--- config.mk ---
export PLATFORM = sky130hd
export DESIGN_NAME = dlc_top
export DESIGN_NICKNAME = d
export VERILOG_FILES = /design/src/core/dlc_pkg.sv /design/src/core/dlc_top.sv
export SDC_FILE = /design/constraint.sdc
export NUM_CORES = 1
export LEC_CHECK = 0
export BUFFER_PORTS_ARGS = -buffer_cell sky130_fd_sc_hd__clkbuf_2
export CORE_ASPECT_RATIO = 0.6
export CORE_MARGIN = 2
export CORE_UTILIZATION = 30
export CTS_BUF_LIST = sky130_fd_sc_hd__clkbuf_4 sky130_fd_sc_hd__clkbuf_8
export DETAILED_ROUTE_END_ITERATION = 12
export REMOVE_ABC_BUFFERS = 1
export SETUP_SLACK_MARGIN = 0.1
export SLEW_MARGIN = 20
export SYNTH_ARGS = -nofsm -noshare
export SYNTH_HDL_FRONTEND = slang
export SYNTH_SLANG_ARGS = --single-unit
--- constraint.sdc ---
create_clock -name sys_clk -period 7.3 [get_ports sys_clk]
set_input_delay 0 -clock sys_clk [delete_from_list [all_inputs] [get_ports sys_clk]]
set_output_delay 0 -clock sys_clk [all_outputs]
set_load 0.1 [all_outputs]
--- src/core/dlc_pkg.sv ---
// Constants, types and register map of the display list coprocessor.
package dlc_pkg;
    // Timing: one memory cycle is 280 ns, the system clock runs at 10 ns.
    localparam int CLK_PERIOD_NS = 10;
    localparam int MEM_CYCLE_NS = 280;
    localparam int MEM_CYC_CLKS = MEM_CYCLE_NS / CLK_PERIOD_NS;
    localparam logic [4:0] MC_FIRST = 5'h00;
    localparam logic [4:0] MC_LAST = 5'(MEM_CYC_CLKS - 1);

    // Register addresses on the software port and on the chip register bus.
    localparam logic [8:0] ADDR_CTRL = 9'h0a0;
    localparam logic [8:0] ADDR_LOC1H = 9'h0a2;
    localparam logic [8:0] ADDR_LOC1L = 9'h0a4;
    localparam logic [8:0] ADDR_LOC2H = 9'h0a6;
    localparam logic [8:0] ADDR_LOC2L = 9'h0a8;
    localparam logic [8:0] ADDR_JMP1 = 9'h0aa;
    localparam logic [8:0] ADDR_JMP2 = 9'h0ac;
    localparam logic [8:0] ADDR_MARKER = 9'h0ae;
    localparam logic [8:0] ADDR_DMACTL = 9'h0b0;
    localparam logic [8:0] ADDR_STATUS = 9'h0b2;
    localparam logic [8:0] ADDR_IDLE = 9'h1fe;
    // Block-transfer engine register window.
    localparam logic [8:0] BLIT_LO = 9'h040;
    localparam logic [8:0] BLIT_HI = 9'h07e;

    // Field positions.
    localparam int CTRL_DANGER_BIT = 1;
    localparam int DMA_MASTER_BIT = 9;
    localparam int DMA_COPROC_BIT = 7;
    localparam int IR_TYPE_BIT = 0;
    localparam int IR2_FD_BIT = 15;
    localparam int IR2_SKIP_BIT = 0;

    // Reset values and the program counter step.
    localparam logic [15:0] RST_WORD = 16'h0000;
    localparam logic [17:0] RST_PTR = 18'h00000;
    localparam logic [17:0] PC_STEP = 18'h00002;

    typedef enum logic [1:0] {
        ST_FETCH1 = 2'b00,
        ST_FETCH2 = 2'b01,
        ST_WAIT = 2'b10,
        ST_WAKE = 2'b11
    } dlc_state_t;

    typedef struct packed {
        logic wr;
        logic [8:0] addr;
        logic [15:0] data;
    } dlc_regbus_t;

    typedef struct packed {
        logic req;
        logic [17:0] addr;
    } dlc_dma_t;
endpackage

--- src/core/dlc_top.sv ---
// Display list coprocessor: instruction fetch, MOVE/WAIT/SKIP and registers.
`timescale 1ns/1ps

// Behaviour
// - Blitter registers written only with danger bit set
// - Reset clears the danger bit
// - Jump strobe write loads pc from pointer
// - Own MOVE to jump strobe also jumps
// - Pointers are 18 bits: 3 high, 15 low
// - Vertical blank reloads pc from first pointer
// - Fetch cycles show marker address on register bus, except a MOVE's second fetch
// - MOVE: destination bits 8:1, data second word
// - WAIT/SKIP position and mask field layout
// - Only enabled position bits are compared
// - WAIT holds off bus until position reached
// - SKIP bypasses next MOVE when position reached
// - Finished-disable set ignores blitter finished flag
// - Otherwise blitter finished flag also required
// - Top vertical bit always compared
// - Bus requested only on odd memory cycles
// - Arbiter ranks coprocessor above blitter and processor
// - MOVE and SKIP take two fetch cycles
// - Fetch only with master and own DMA enable
// - MOVE uses 4 slots, WAIT uses 6
module dlc_top
    import dlc_pkg::*;
(
    input wire logic sys_clk,
    input wire logic srst,
    input wire logic [8:0] reg_addr,
    input wire logic [15:0] reg_wdata,
    input wire logic reg_wr,
    input wire logic reg_rd,
    output logic [15:0] reg_rdata,
    output dlc_dma_t dma,
    input wire logic dma_gnt,
    input wire logic [15:0] dma_rdata,
    output dlc_regbus_t regbus,
    input wire logic [7:0] beam_v,
    input wire logic [6:0] beam_h,
    input wire logic blit_done,
    input wire logic vblank_start
);

    // Tells whether an address names one of this block's own registers.
    function automatic logic is_own(input logic [8:0] a);
        is_own = (a == ADDR_CTRL) || (a == ADDR_LOC1H) || (a == ADDR_LOC1L) ||
                 (a == ADDR_LOC2H) || (a == ADDR_LOC2L) || (a == ADDR_JMP1) ||
                 (a == ADDR_JMP2) || (a == ADDR_DMACTL);
    endfunction

    // Masked beam test; the top vertical bit has no mask and always counts.
    function automatic logic beam_met(input logic [15:0] ir1,
                                      input logic [15:0] ir2,
                                      input logic [7:0] bv,
                                      input logic [6:0] bh,
                                      input logic done);
        logic [14:0] mask;
        logic [14:0] pos;
        logic [14:0] beam;
        mask = {1'b1, ir2[14:8], ir2[7:1]};
        pos = {ir1[15:8], ir1[7:1]} & mask;
        beam = {bv, bh} & mask;
        beam_met = (beam >= pos) && (ir2[IR2_FD_BIT] || done);
    endfunction

    logic [4:0] mc_cnt_q;
    logic odd_q;
    logic [15:0] ctrl_q;
    logic [15:0] dmactl_q;
    logic [2:0] loc1h_q;
    logic [14:0] loc1l_q;
    logic [2:0] loc2h_q;
    logic [14:0] loc2l_q;
    logic [17:0] pc_q;
    logic [15:0] ir1_q;
    logic [15:0] ir2_q;
    logic skip_q;
    logic slot_q;
    dlc_state_t state_q;
    dlc_regbus_t regbus_q;
    dlc_dma_t dma_q;
    logic [15:0] rdata_q;

    logic cyc_start;
    logic cyc_end;
    logic run_en;
    logic [17:0] ptr1;
    logic [17:0] ptr2;
    logic ir1_move;
    logic slot_done;
    logic move_commit;
    logic move_blit;
    logic move_ok;
    logic int_we;
    logic [8:0] int_addr;
    logic [15:0] int_data;
    logic jump1;
    logic jump2;
    logic wait_cond;

    assign cyc_start = (mc_cnt_q == MC_FIRST);
    assign cyc_end = (mc_cnt_q == MC_LAST);
    assign run_en = dmactl_q[DMA_MASTER_BIT] && dmactl_q[DMA_COPROC_BIT];
    assign ptr1 = {loc1h_q, loc1l_q};
    assign ptr2 = {loc2h_q, loc2l_q};
    assign ir1_move = !ir1_q[IR_TYPE_BIT];
    assign slot_done = slot_q && cyc_end && dma_gnt;
    assign move_commit = slot_done && (state_q == ST_FETCH2) && ir1_move;
    assign move_blit = (ir1_q[8:0] >= BLIT_LO) && (ir1_q[8:0] <= BLIT_HI);
    // A skipped MOVE and a blitter MOVE without the danger bit never write.
    assign move_ok = !skip_q && !(move_blit && !ctrl_q[CTRL_DANGER_BIT]);
    assign wait_cond = beam_met(ir1_q, ir2_q, beam_v, beam_h, blit_done);

    // Software writes win over a colliding MOVE into the same registers.
    always_comb begin
        int_we = reg_wr || (move_commit && move_ok);
        int_addr = reg_wr ? reg_addr : {ir1_q[8:1], 1'b0};
        int_data = reg_wr ? reg_wdata : dma_rdata;
    end

    assign jump1 = int_we && (int_addr == ADDR_JMP1);
    assign jump2 = int_we && (int_addr == ADDR_JMP2);

    // Memory cycle divider; the parity flag marks the odd cycles we may use.
    always_ff @(posedge sys_clk) begin
        if (srst) begin
            mc_cnt_q <= MC_FIRST;
            odd_q <= 1'b0;
        end else if (cyc_end) begin
            mc_cnt_q <= MC_FIRST;
            odd_q <= !odd_q;
        end else begin
            mc_cnt_q <= mc_cnt_q + 5'h01;
        end
    end

    // Own registers, written by software or by the coprocessor's MOVE.
    always_ff @(posedge sys_clk) begin
        if (srst) begin
            ctrl_q <= RST_WORD;
            dmactl_q <= RST_WORD;
            loc1h_q <= RST_PTR[17:15];
            loc1l_q <= RST_PTR[14:0];
            loc2h_q <= RST_PTR[17:15];
            loc2l_q <= RST_PTR[14:0];
        end else if (int_we && is_own(int_addr)) begin
            unique case (int_addr)
                ADDR_CTRL: begin
                    ctrl_q <= int_data & (16'h0001 << CTRL_DANGER_BIT);
                end
                ADDR_DMACTL: begin
                    dmactl_q <= int_data;
                end
                ADDR_LOC1H: begin
                    loc1h_q <= int_data[2:0];
                end
                ADDR_LOC1L: begin
                    loc1l_q <= int_data[14:0];
                end
                ADDR_LOC2H: begin
                    loc2h_q <= int_data[2:0];
                end
                ADDR_LOC2L: begin
                    loc2l_q <= int_data[14:0];
                end
                default: begin
                end
            endcase
        end
    end

    // Sequencer: jumps and vertical blank restart, otherwise fetch and test.
    always_ff @(posedge sys_clk) begin
        if (srst) begin
            state_q <= ST_FETCH1;
            pc_q <= RST_PTR;
            ir1_q <= RST_WORD;
            ir2_q <= RST_WORD;
            skip_q <= 1'b0;
        end else if (vblank_start || jump1 || jump2) begin
            state_q <= ST_FETCH1;
            pc_q <= jump2 && !vblank_start ? ptr2 : ptr1;
            skip_q <= 1'b0;
        end else begin
            unique case (state_q)
                ST_FETCH1: begin
                    if (slot_done) begin
                        ir1_q <= dma_rdata;
                        pc_q <= pc_q + PC_STEP;
                        state_q <= ST_FETCH2;
                    end
                end
                ST_FETCH2: begin
                    if (slot_done) begin
                        ir2_q <= dma_rdata;
                        pc_q <= pc_q + PC_STEP;
                        if (ir1_move) begin
                            skip_q <= 1'b0;
                            state_q <= ST_FETCH1;
                        end else if (dma_rdata[IR2_SKIP_BIT]) begin
                            // Decide now whether the next MOVE is bypassed.
                            skip_q <= beam_met(ir1_q, dma_rdata, beam_v, beam_h,
                                               blit_done);
                            state_q <= ST_FETCH1;
                        end else begin
                            skip_q <= 1'b0;
                            state_q <= ST_WAIT;
                        end
                    end
                end
                ST_WAIT: begin
                    if (wait_cond) begin
                        state_q <= ST_WAKE;
                    end
                end
                ST_WAKE: begin
                    // The wake-up slot brings a WAIT to six memory slots.
                    if (slot_done) begin
                        state_q <= ST_FETCH1;
                    end
                end
            endcase
        end
    end

    // Bus request: raised only at the start of an odd cycle, held for it.
    always_ff @(posedge sys_clk) begin
        if (srst) begin
            slot_q <= 1'b0;
            dma_q <= '0;
        end else if (vblank_start || jump1 || jump2) begin
            slot_q <= 1'b0;
            dma_q.req <= 1'b0;
        end else if (cyc_start && odd_q && run_en && state_q != ST_WAIT) begin
            slot_q <= 1'b1;
            dma_q.req <= 1'b1;
            dma_q.addr <= pc_q;
        end else if (cyc_end) begin
            slot_q <= 1'b0;
            dma_q.req <= 1'b0;
        end
    end

    // Register bus: marker on fetches, destination and data on MOVE.
    always_ff @(posedge sys_clk) begin
        if (srst) begin
            regbus_q <= '{wr: 1'b0, addr: ADDR_IDLE, data: RST_WORD};
        end else if (regbus_q.wr) begin
            regbus_q.wr <= 1'b0;
            regbus_q.addr <= ADDR_IDLE;
        end else if (cyc_start && odd_q && run_en && !(vblank_start || jump1 || jump2)
                     && (state_q == ST_FETCH1 || state_q == ST_FETCH2)) begin
            if (state_q == ST_FETCH2 && ir1_move) begin
                regbus_q.addr <= {ir1_q[8:1], 1'b0};
            end else begin
                regbus_q.addr <= ADDR_MARKER;
            end
        end else if (cyc_end) begin
            regbus_q.wr <= move_commit && move_ok;
            regbus_q.data <= dma_rdata;
            if (!(move_commit && move_ok)) begin
                regbus_q.addr <= ADDR_IDLE;
            end
        end
    end

    // Software read port; data stands in the cycle after the strobe only.
    always_ff @(posedge sys_clk) begin
        if (srst) begin
            rdata_q <= RST_WORD;
        end else if (reg_rd) begin
            unique case (reg_addr)
                ADDR_CTRL: rdata_q <= ctrl_q;
                ADDR_DMACTL: rdata_q <= dmactl_q;
                ADDR_LOC1H: rdata_q <= {13'h0000, loc1h_q};
                ADDR_LOC1L: rdata_q <= {1'b0, loc1l_q};
                ADDR_LOC2H: rdata_q <= {13'h0000, loc2h_q};
                ADDR_LOC2L: rdata_q <= {1'b0, loc2l_q};
                ADDR_STATUS: rdata_q <= {12'h000, skip_q, slot_q, state_q};
                default: rdata_q <= RST_WORD;
            endcase
        end else begin
            rdata_q <= RST_WORD;
        end
    end

    assign reg_rdata = rdata_q;
    assign dma = dma_q;
    assign regbus = regbus_q;
endmodule

==> results.md <==
- Max Clk Rate: 308 MHz
- CTS tree: built
- Final Max Tran Viols: 0
- Cells on Worst Hold Path: 3
- Final period util: 0.445
- Post-synthesis cell type count: 66
- Clock buffer count from CTS: 17
- Grt total ovfl: 0
- First-pass GRT wire length: 41200 um
- CP Max Fanout: 26
- Reg2reg setup slack: 4.05 ns
- Final GP Congestion: 0.892
- Row cnt: 46
- Final Hold Violating Endpoints: 0
- WL final: 27100 um
- Synth Flop Type: dfxtp_1
- Layout cell share with drive strength beyond 1: 0.176
- VDD IR max: 103 uV
- Wire length per cell: 18.7 um
- Initial Util: 0.309
- Max-Cap Viols: 0
- Post-CTS sizing: 0
- Cell Pwr Density: 182 mW/mm^2
- Synthesized instance count: 950
- Die area: 0.0288 sq mm
- Hold_sp: reg_wdata[10]
- Drt drc: 0
- Worst setup path class: reg -> reg
- Gr usage total: 0.187
- Antenna cell count: 0
- Clk pin slew, worst setup/hold paths: 0.09 ns
- Post-CTS setup buffer count: 0
- Slowest CP cell: a21o_1
- Worst-Skew Late Latency: 0.49 ns
- Skew final: 0.0169 ns
- Input/output buffers: 122
- Core ar.: 0.0267 sq mm
- Detailed Routing Iterations Pass 1: 6
- Sum Neg Setup Slack: 0 ns
- Slew @ Worst Pin: 1.16 ns
- Antenna violations before repair: 0
- Vias per cell: 5.19
- # IOs: 124
- Worst path required time: 7.69 ns
- CP max stage delay: 0.82 ns
- Synth area leader: dfxtp_1
- RSZ-0062 raised after global routing: false
- Synthesized flop and latch total: 171
- Starting DRT DRC Count: 776
- CTS sink cnt: 171
- Hold-fix buffers, CTS: 33
- Post-layout min period: 3.25 ns
- Tot Pwr: 1.80 mW
- Status: completed
- Data arrival, critical path: 3.63 ns
- Hold Path End: loc2l_q[10]
- Clk root buf: clkbuf_8
- H-Tree Level Count: 4
- Leakage power total: 3.61 nW
- Vias: 7482
- Synth area leaders: dfxtp_1 (42%), mux2i_1 (8.9%), nand2_1 (6.1%), nor2_1 (5.7%), ha_1 (4.9%)
- Post-synth EDFFs: 0
- Post-DP HPWL: 19900 um
- CTS Buffer Depth: 2
- Syn_area_per_cell: 8.67 sq um
- CP endpoint kind: register
- Synthesized area: 0.00824 sq mm
- Final setup vio count: 0
- Worst-case reg-to-reg path depth: 7
- Pin count of the biggest net entering global routing: 55
- Post-synth ARST share: 0
- Yosys warns: 0
- Critical path cell sequence: ha_1, and4b_1, nand4_2, o22ai_4, a21o_1, nor2_1, a311oi_1
- Layout area overhead: 19.9%
- Hold crit path type: in -> reg
- Synth top area share: 0.415
- Die Wd: 218 um
- Nets: 1167
- DRT antenna net count: 0
- Reg2reg end: pc_q[5]
- Relative slew slack: 0.222
- Number of global-route vias before repair: 6925
- Reg2reg start: mc_cnt_q[0]
- Die height: 132 um
- Critical path startpoint category: register
- Post-synthesis sequential area ratio: 0.415
- Fillers: 2767
==> worst max-delay path: cells and delay by family, from the launching register on <==
family	cells	cell delay (ns)
and+or+nand+nor	3	0.87
adders and majority gates	1	0.26
DFF	1	0.38
AOI/OAI and AO/OA	3	1.62
==> kinds of logic after synthesis <==
kind of cell,Yosys count,synth area share
XOR/XNOR,19,0.0202
buffers and inverters,68,0.0364
multiplexers,79,0.0973
flip-flops,171,0.415
AO/OA/AOI/OAI,196,0.161
AND/OR/NAND/NOR,384,0.221
other,1,0.000455
adder cells (fa/ha/maj),32,0.0486
==> cell type report <==
cell class              instances  area, sq um  area share
clock buffers                  23          285      0.0289
clock inverters                 7          116      0.0118
inverters                       9         33.8     0.00342
multi-input cells             711         4570       0.463
flip-flops and latches        171         3420       0.347
well taps                     360          450      0.0456
repair buffers                162          996       0.101
==> layout by cell type (no fill, tap or decap), types with 11 or more instances in the layout <==
master,count
clkbuf_2,121
nand2b_1,11
nor2_1,124
a21oi_1,73
a221oi_1,14
nand2_1,133
a222oi_1,13
ha_1,32
and2_1,29
clkbuf_8,18
mux2i_1,73
dlygate4sd3_1,33
o21ai_0,24
dfxtp_1,171
a211oi_1,27
nand3_1,13
==> state kept, by name, summed over array words and instances (netlist names) <==
signal and cells:
pc_q 18, reg_rdata 16, loc1l_q 15, odd_q 1, dma 19, regbus 25
ir1_q 16, state_q 2, loc2h_q 3, mc_cnt_q 5, ir2_q 15, loc1h_q 3
loc2l_q 15, dmactl_q 16, ctrl_q 1, skip_q 1
==> power breakdown <==
part	total (mW)	internal (mW)	switching [mW]
logic	0.133	0.0527	0.0807
clock network	0.716	0.363	0.353
registers	0.946	0.938	0.00761
total	1.80	1.35	0.441
==> through the flow <==
step	instance area, sq um	instances	hold slack [ns]	utilization	setup slack, ns
3_5_place_dp	9140	1380	0.300	0.342	4.12
6_report	9880	1443	0.0295	0.370	4.05
2_1_floorplan	7970	891	0.0691	-	3.31
4_1_cts	9870	1443	0.00492	0.370	4.10
5_1_grt	9880	1443	0.0247	0.370	3.89
3_3_place_gp	9140	1380	0.312	0.342	4.21
==> layer usage <==
metal  up-vias  share of wire  GRT usage
met4         0          0.013     0.0446
li1       3599              -          -
met3        21          0.073     0.0427
met1      3579           0.52      0.292
met5         -              0          0
met2       283           0.39      0.253
==> cells in the mapped netlist (all sizes together) (5+ instances only) <==
library cell and n:
a211oi 29, a21o 9, a21oi 75, a221oi 14
a222oi 13, a31oi 10, and2 30, and3 6
buf 27, clkbuf 32, dfxtp 171, ha 32
inv 9, mux2 6, mux2i 73, nand2 133
nand2b 11, nand3 13, nand4 6, nor2 125
nor3 8, nor3b 5, o21ai 26, or2 12
or3 5, xnor2 10, xor2 9
==> how the worst max path moves through the flow <==
stage,end,cells after the start,startpoint,slack [ns]
after floorplan,loc1l_q[0],6,dma[18],3.31
after global placement,ir2_q[3],8,mc_cnt_q[0],4.21
after detailed placement,pc_q[5],7,mc_cnt_q[0],4.12
after CTS,pc_q[5],7,mc_cnt_q[0],4.10
after global routing,pc_q[5],7,mc_cnt_q[0],3.89
final,pc_q[5],7,mc_cnt_q[0],4.05
(Power assumes the default switching activity.)
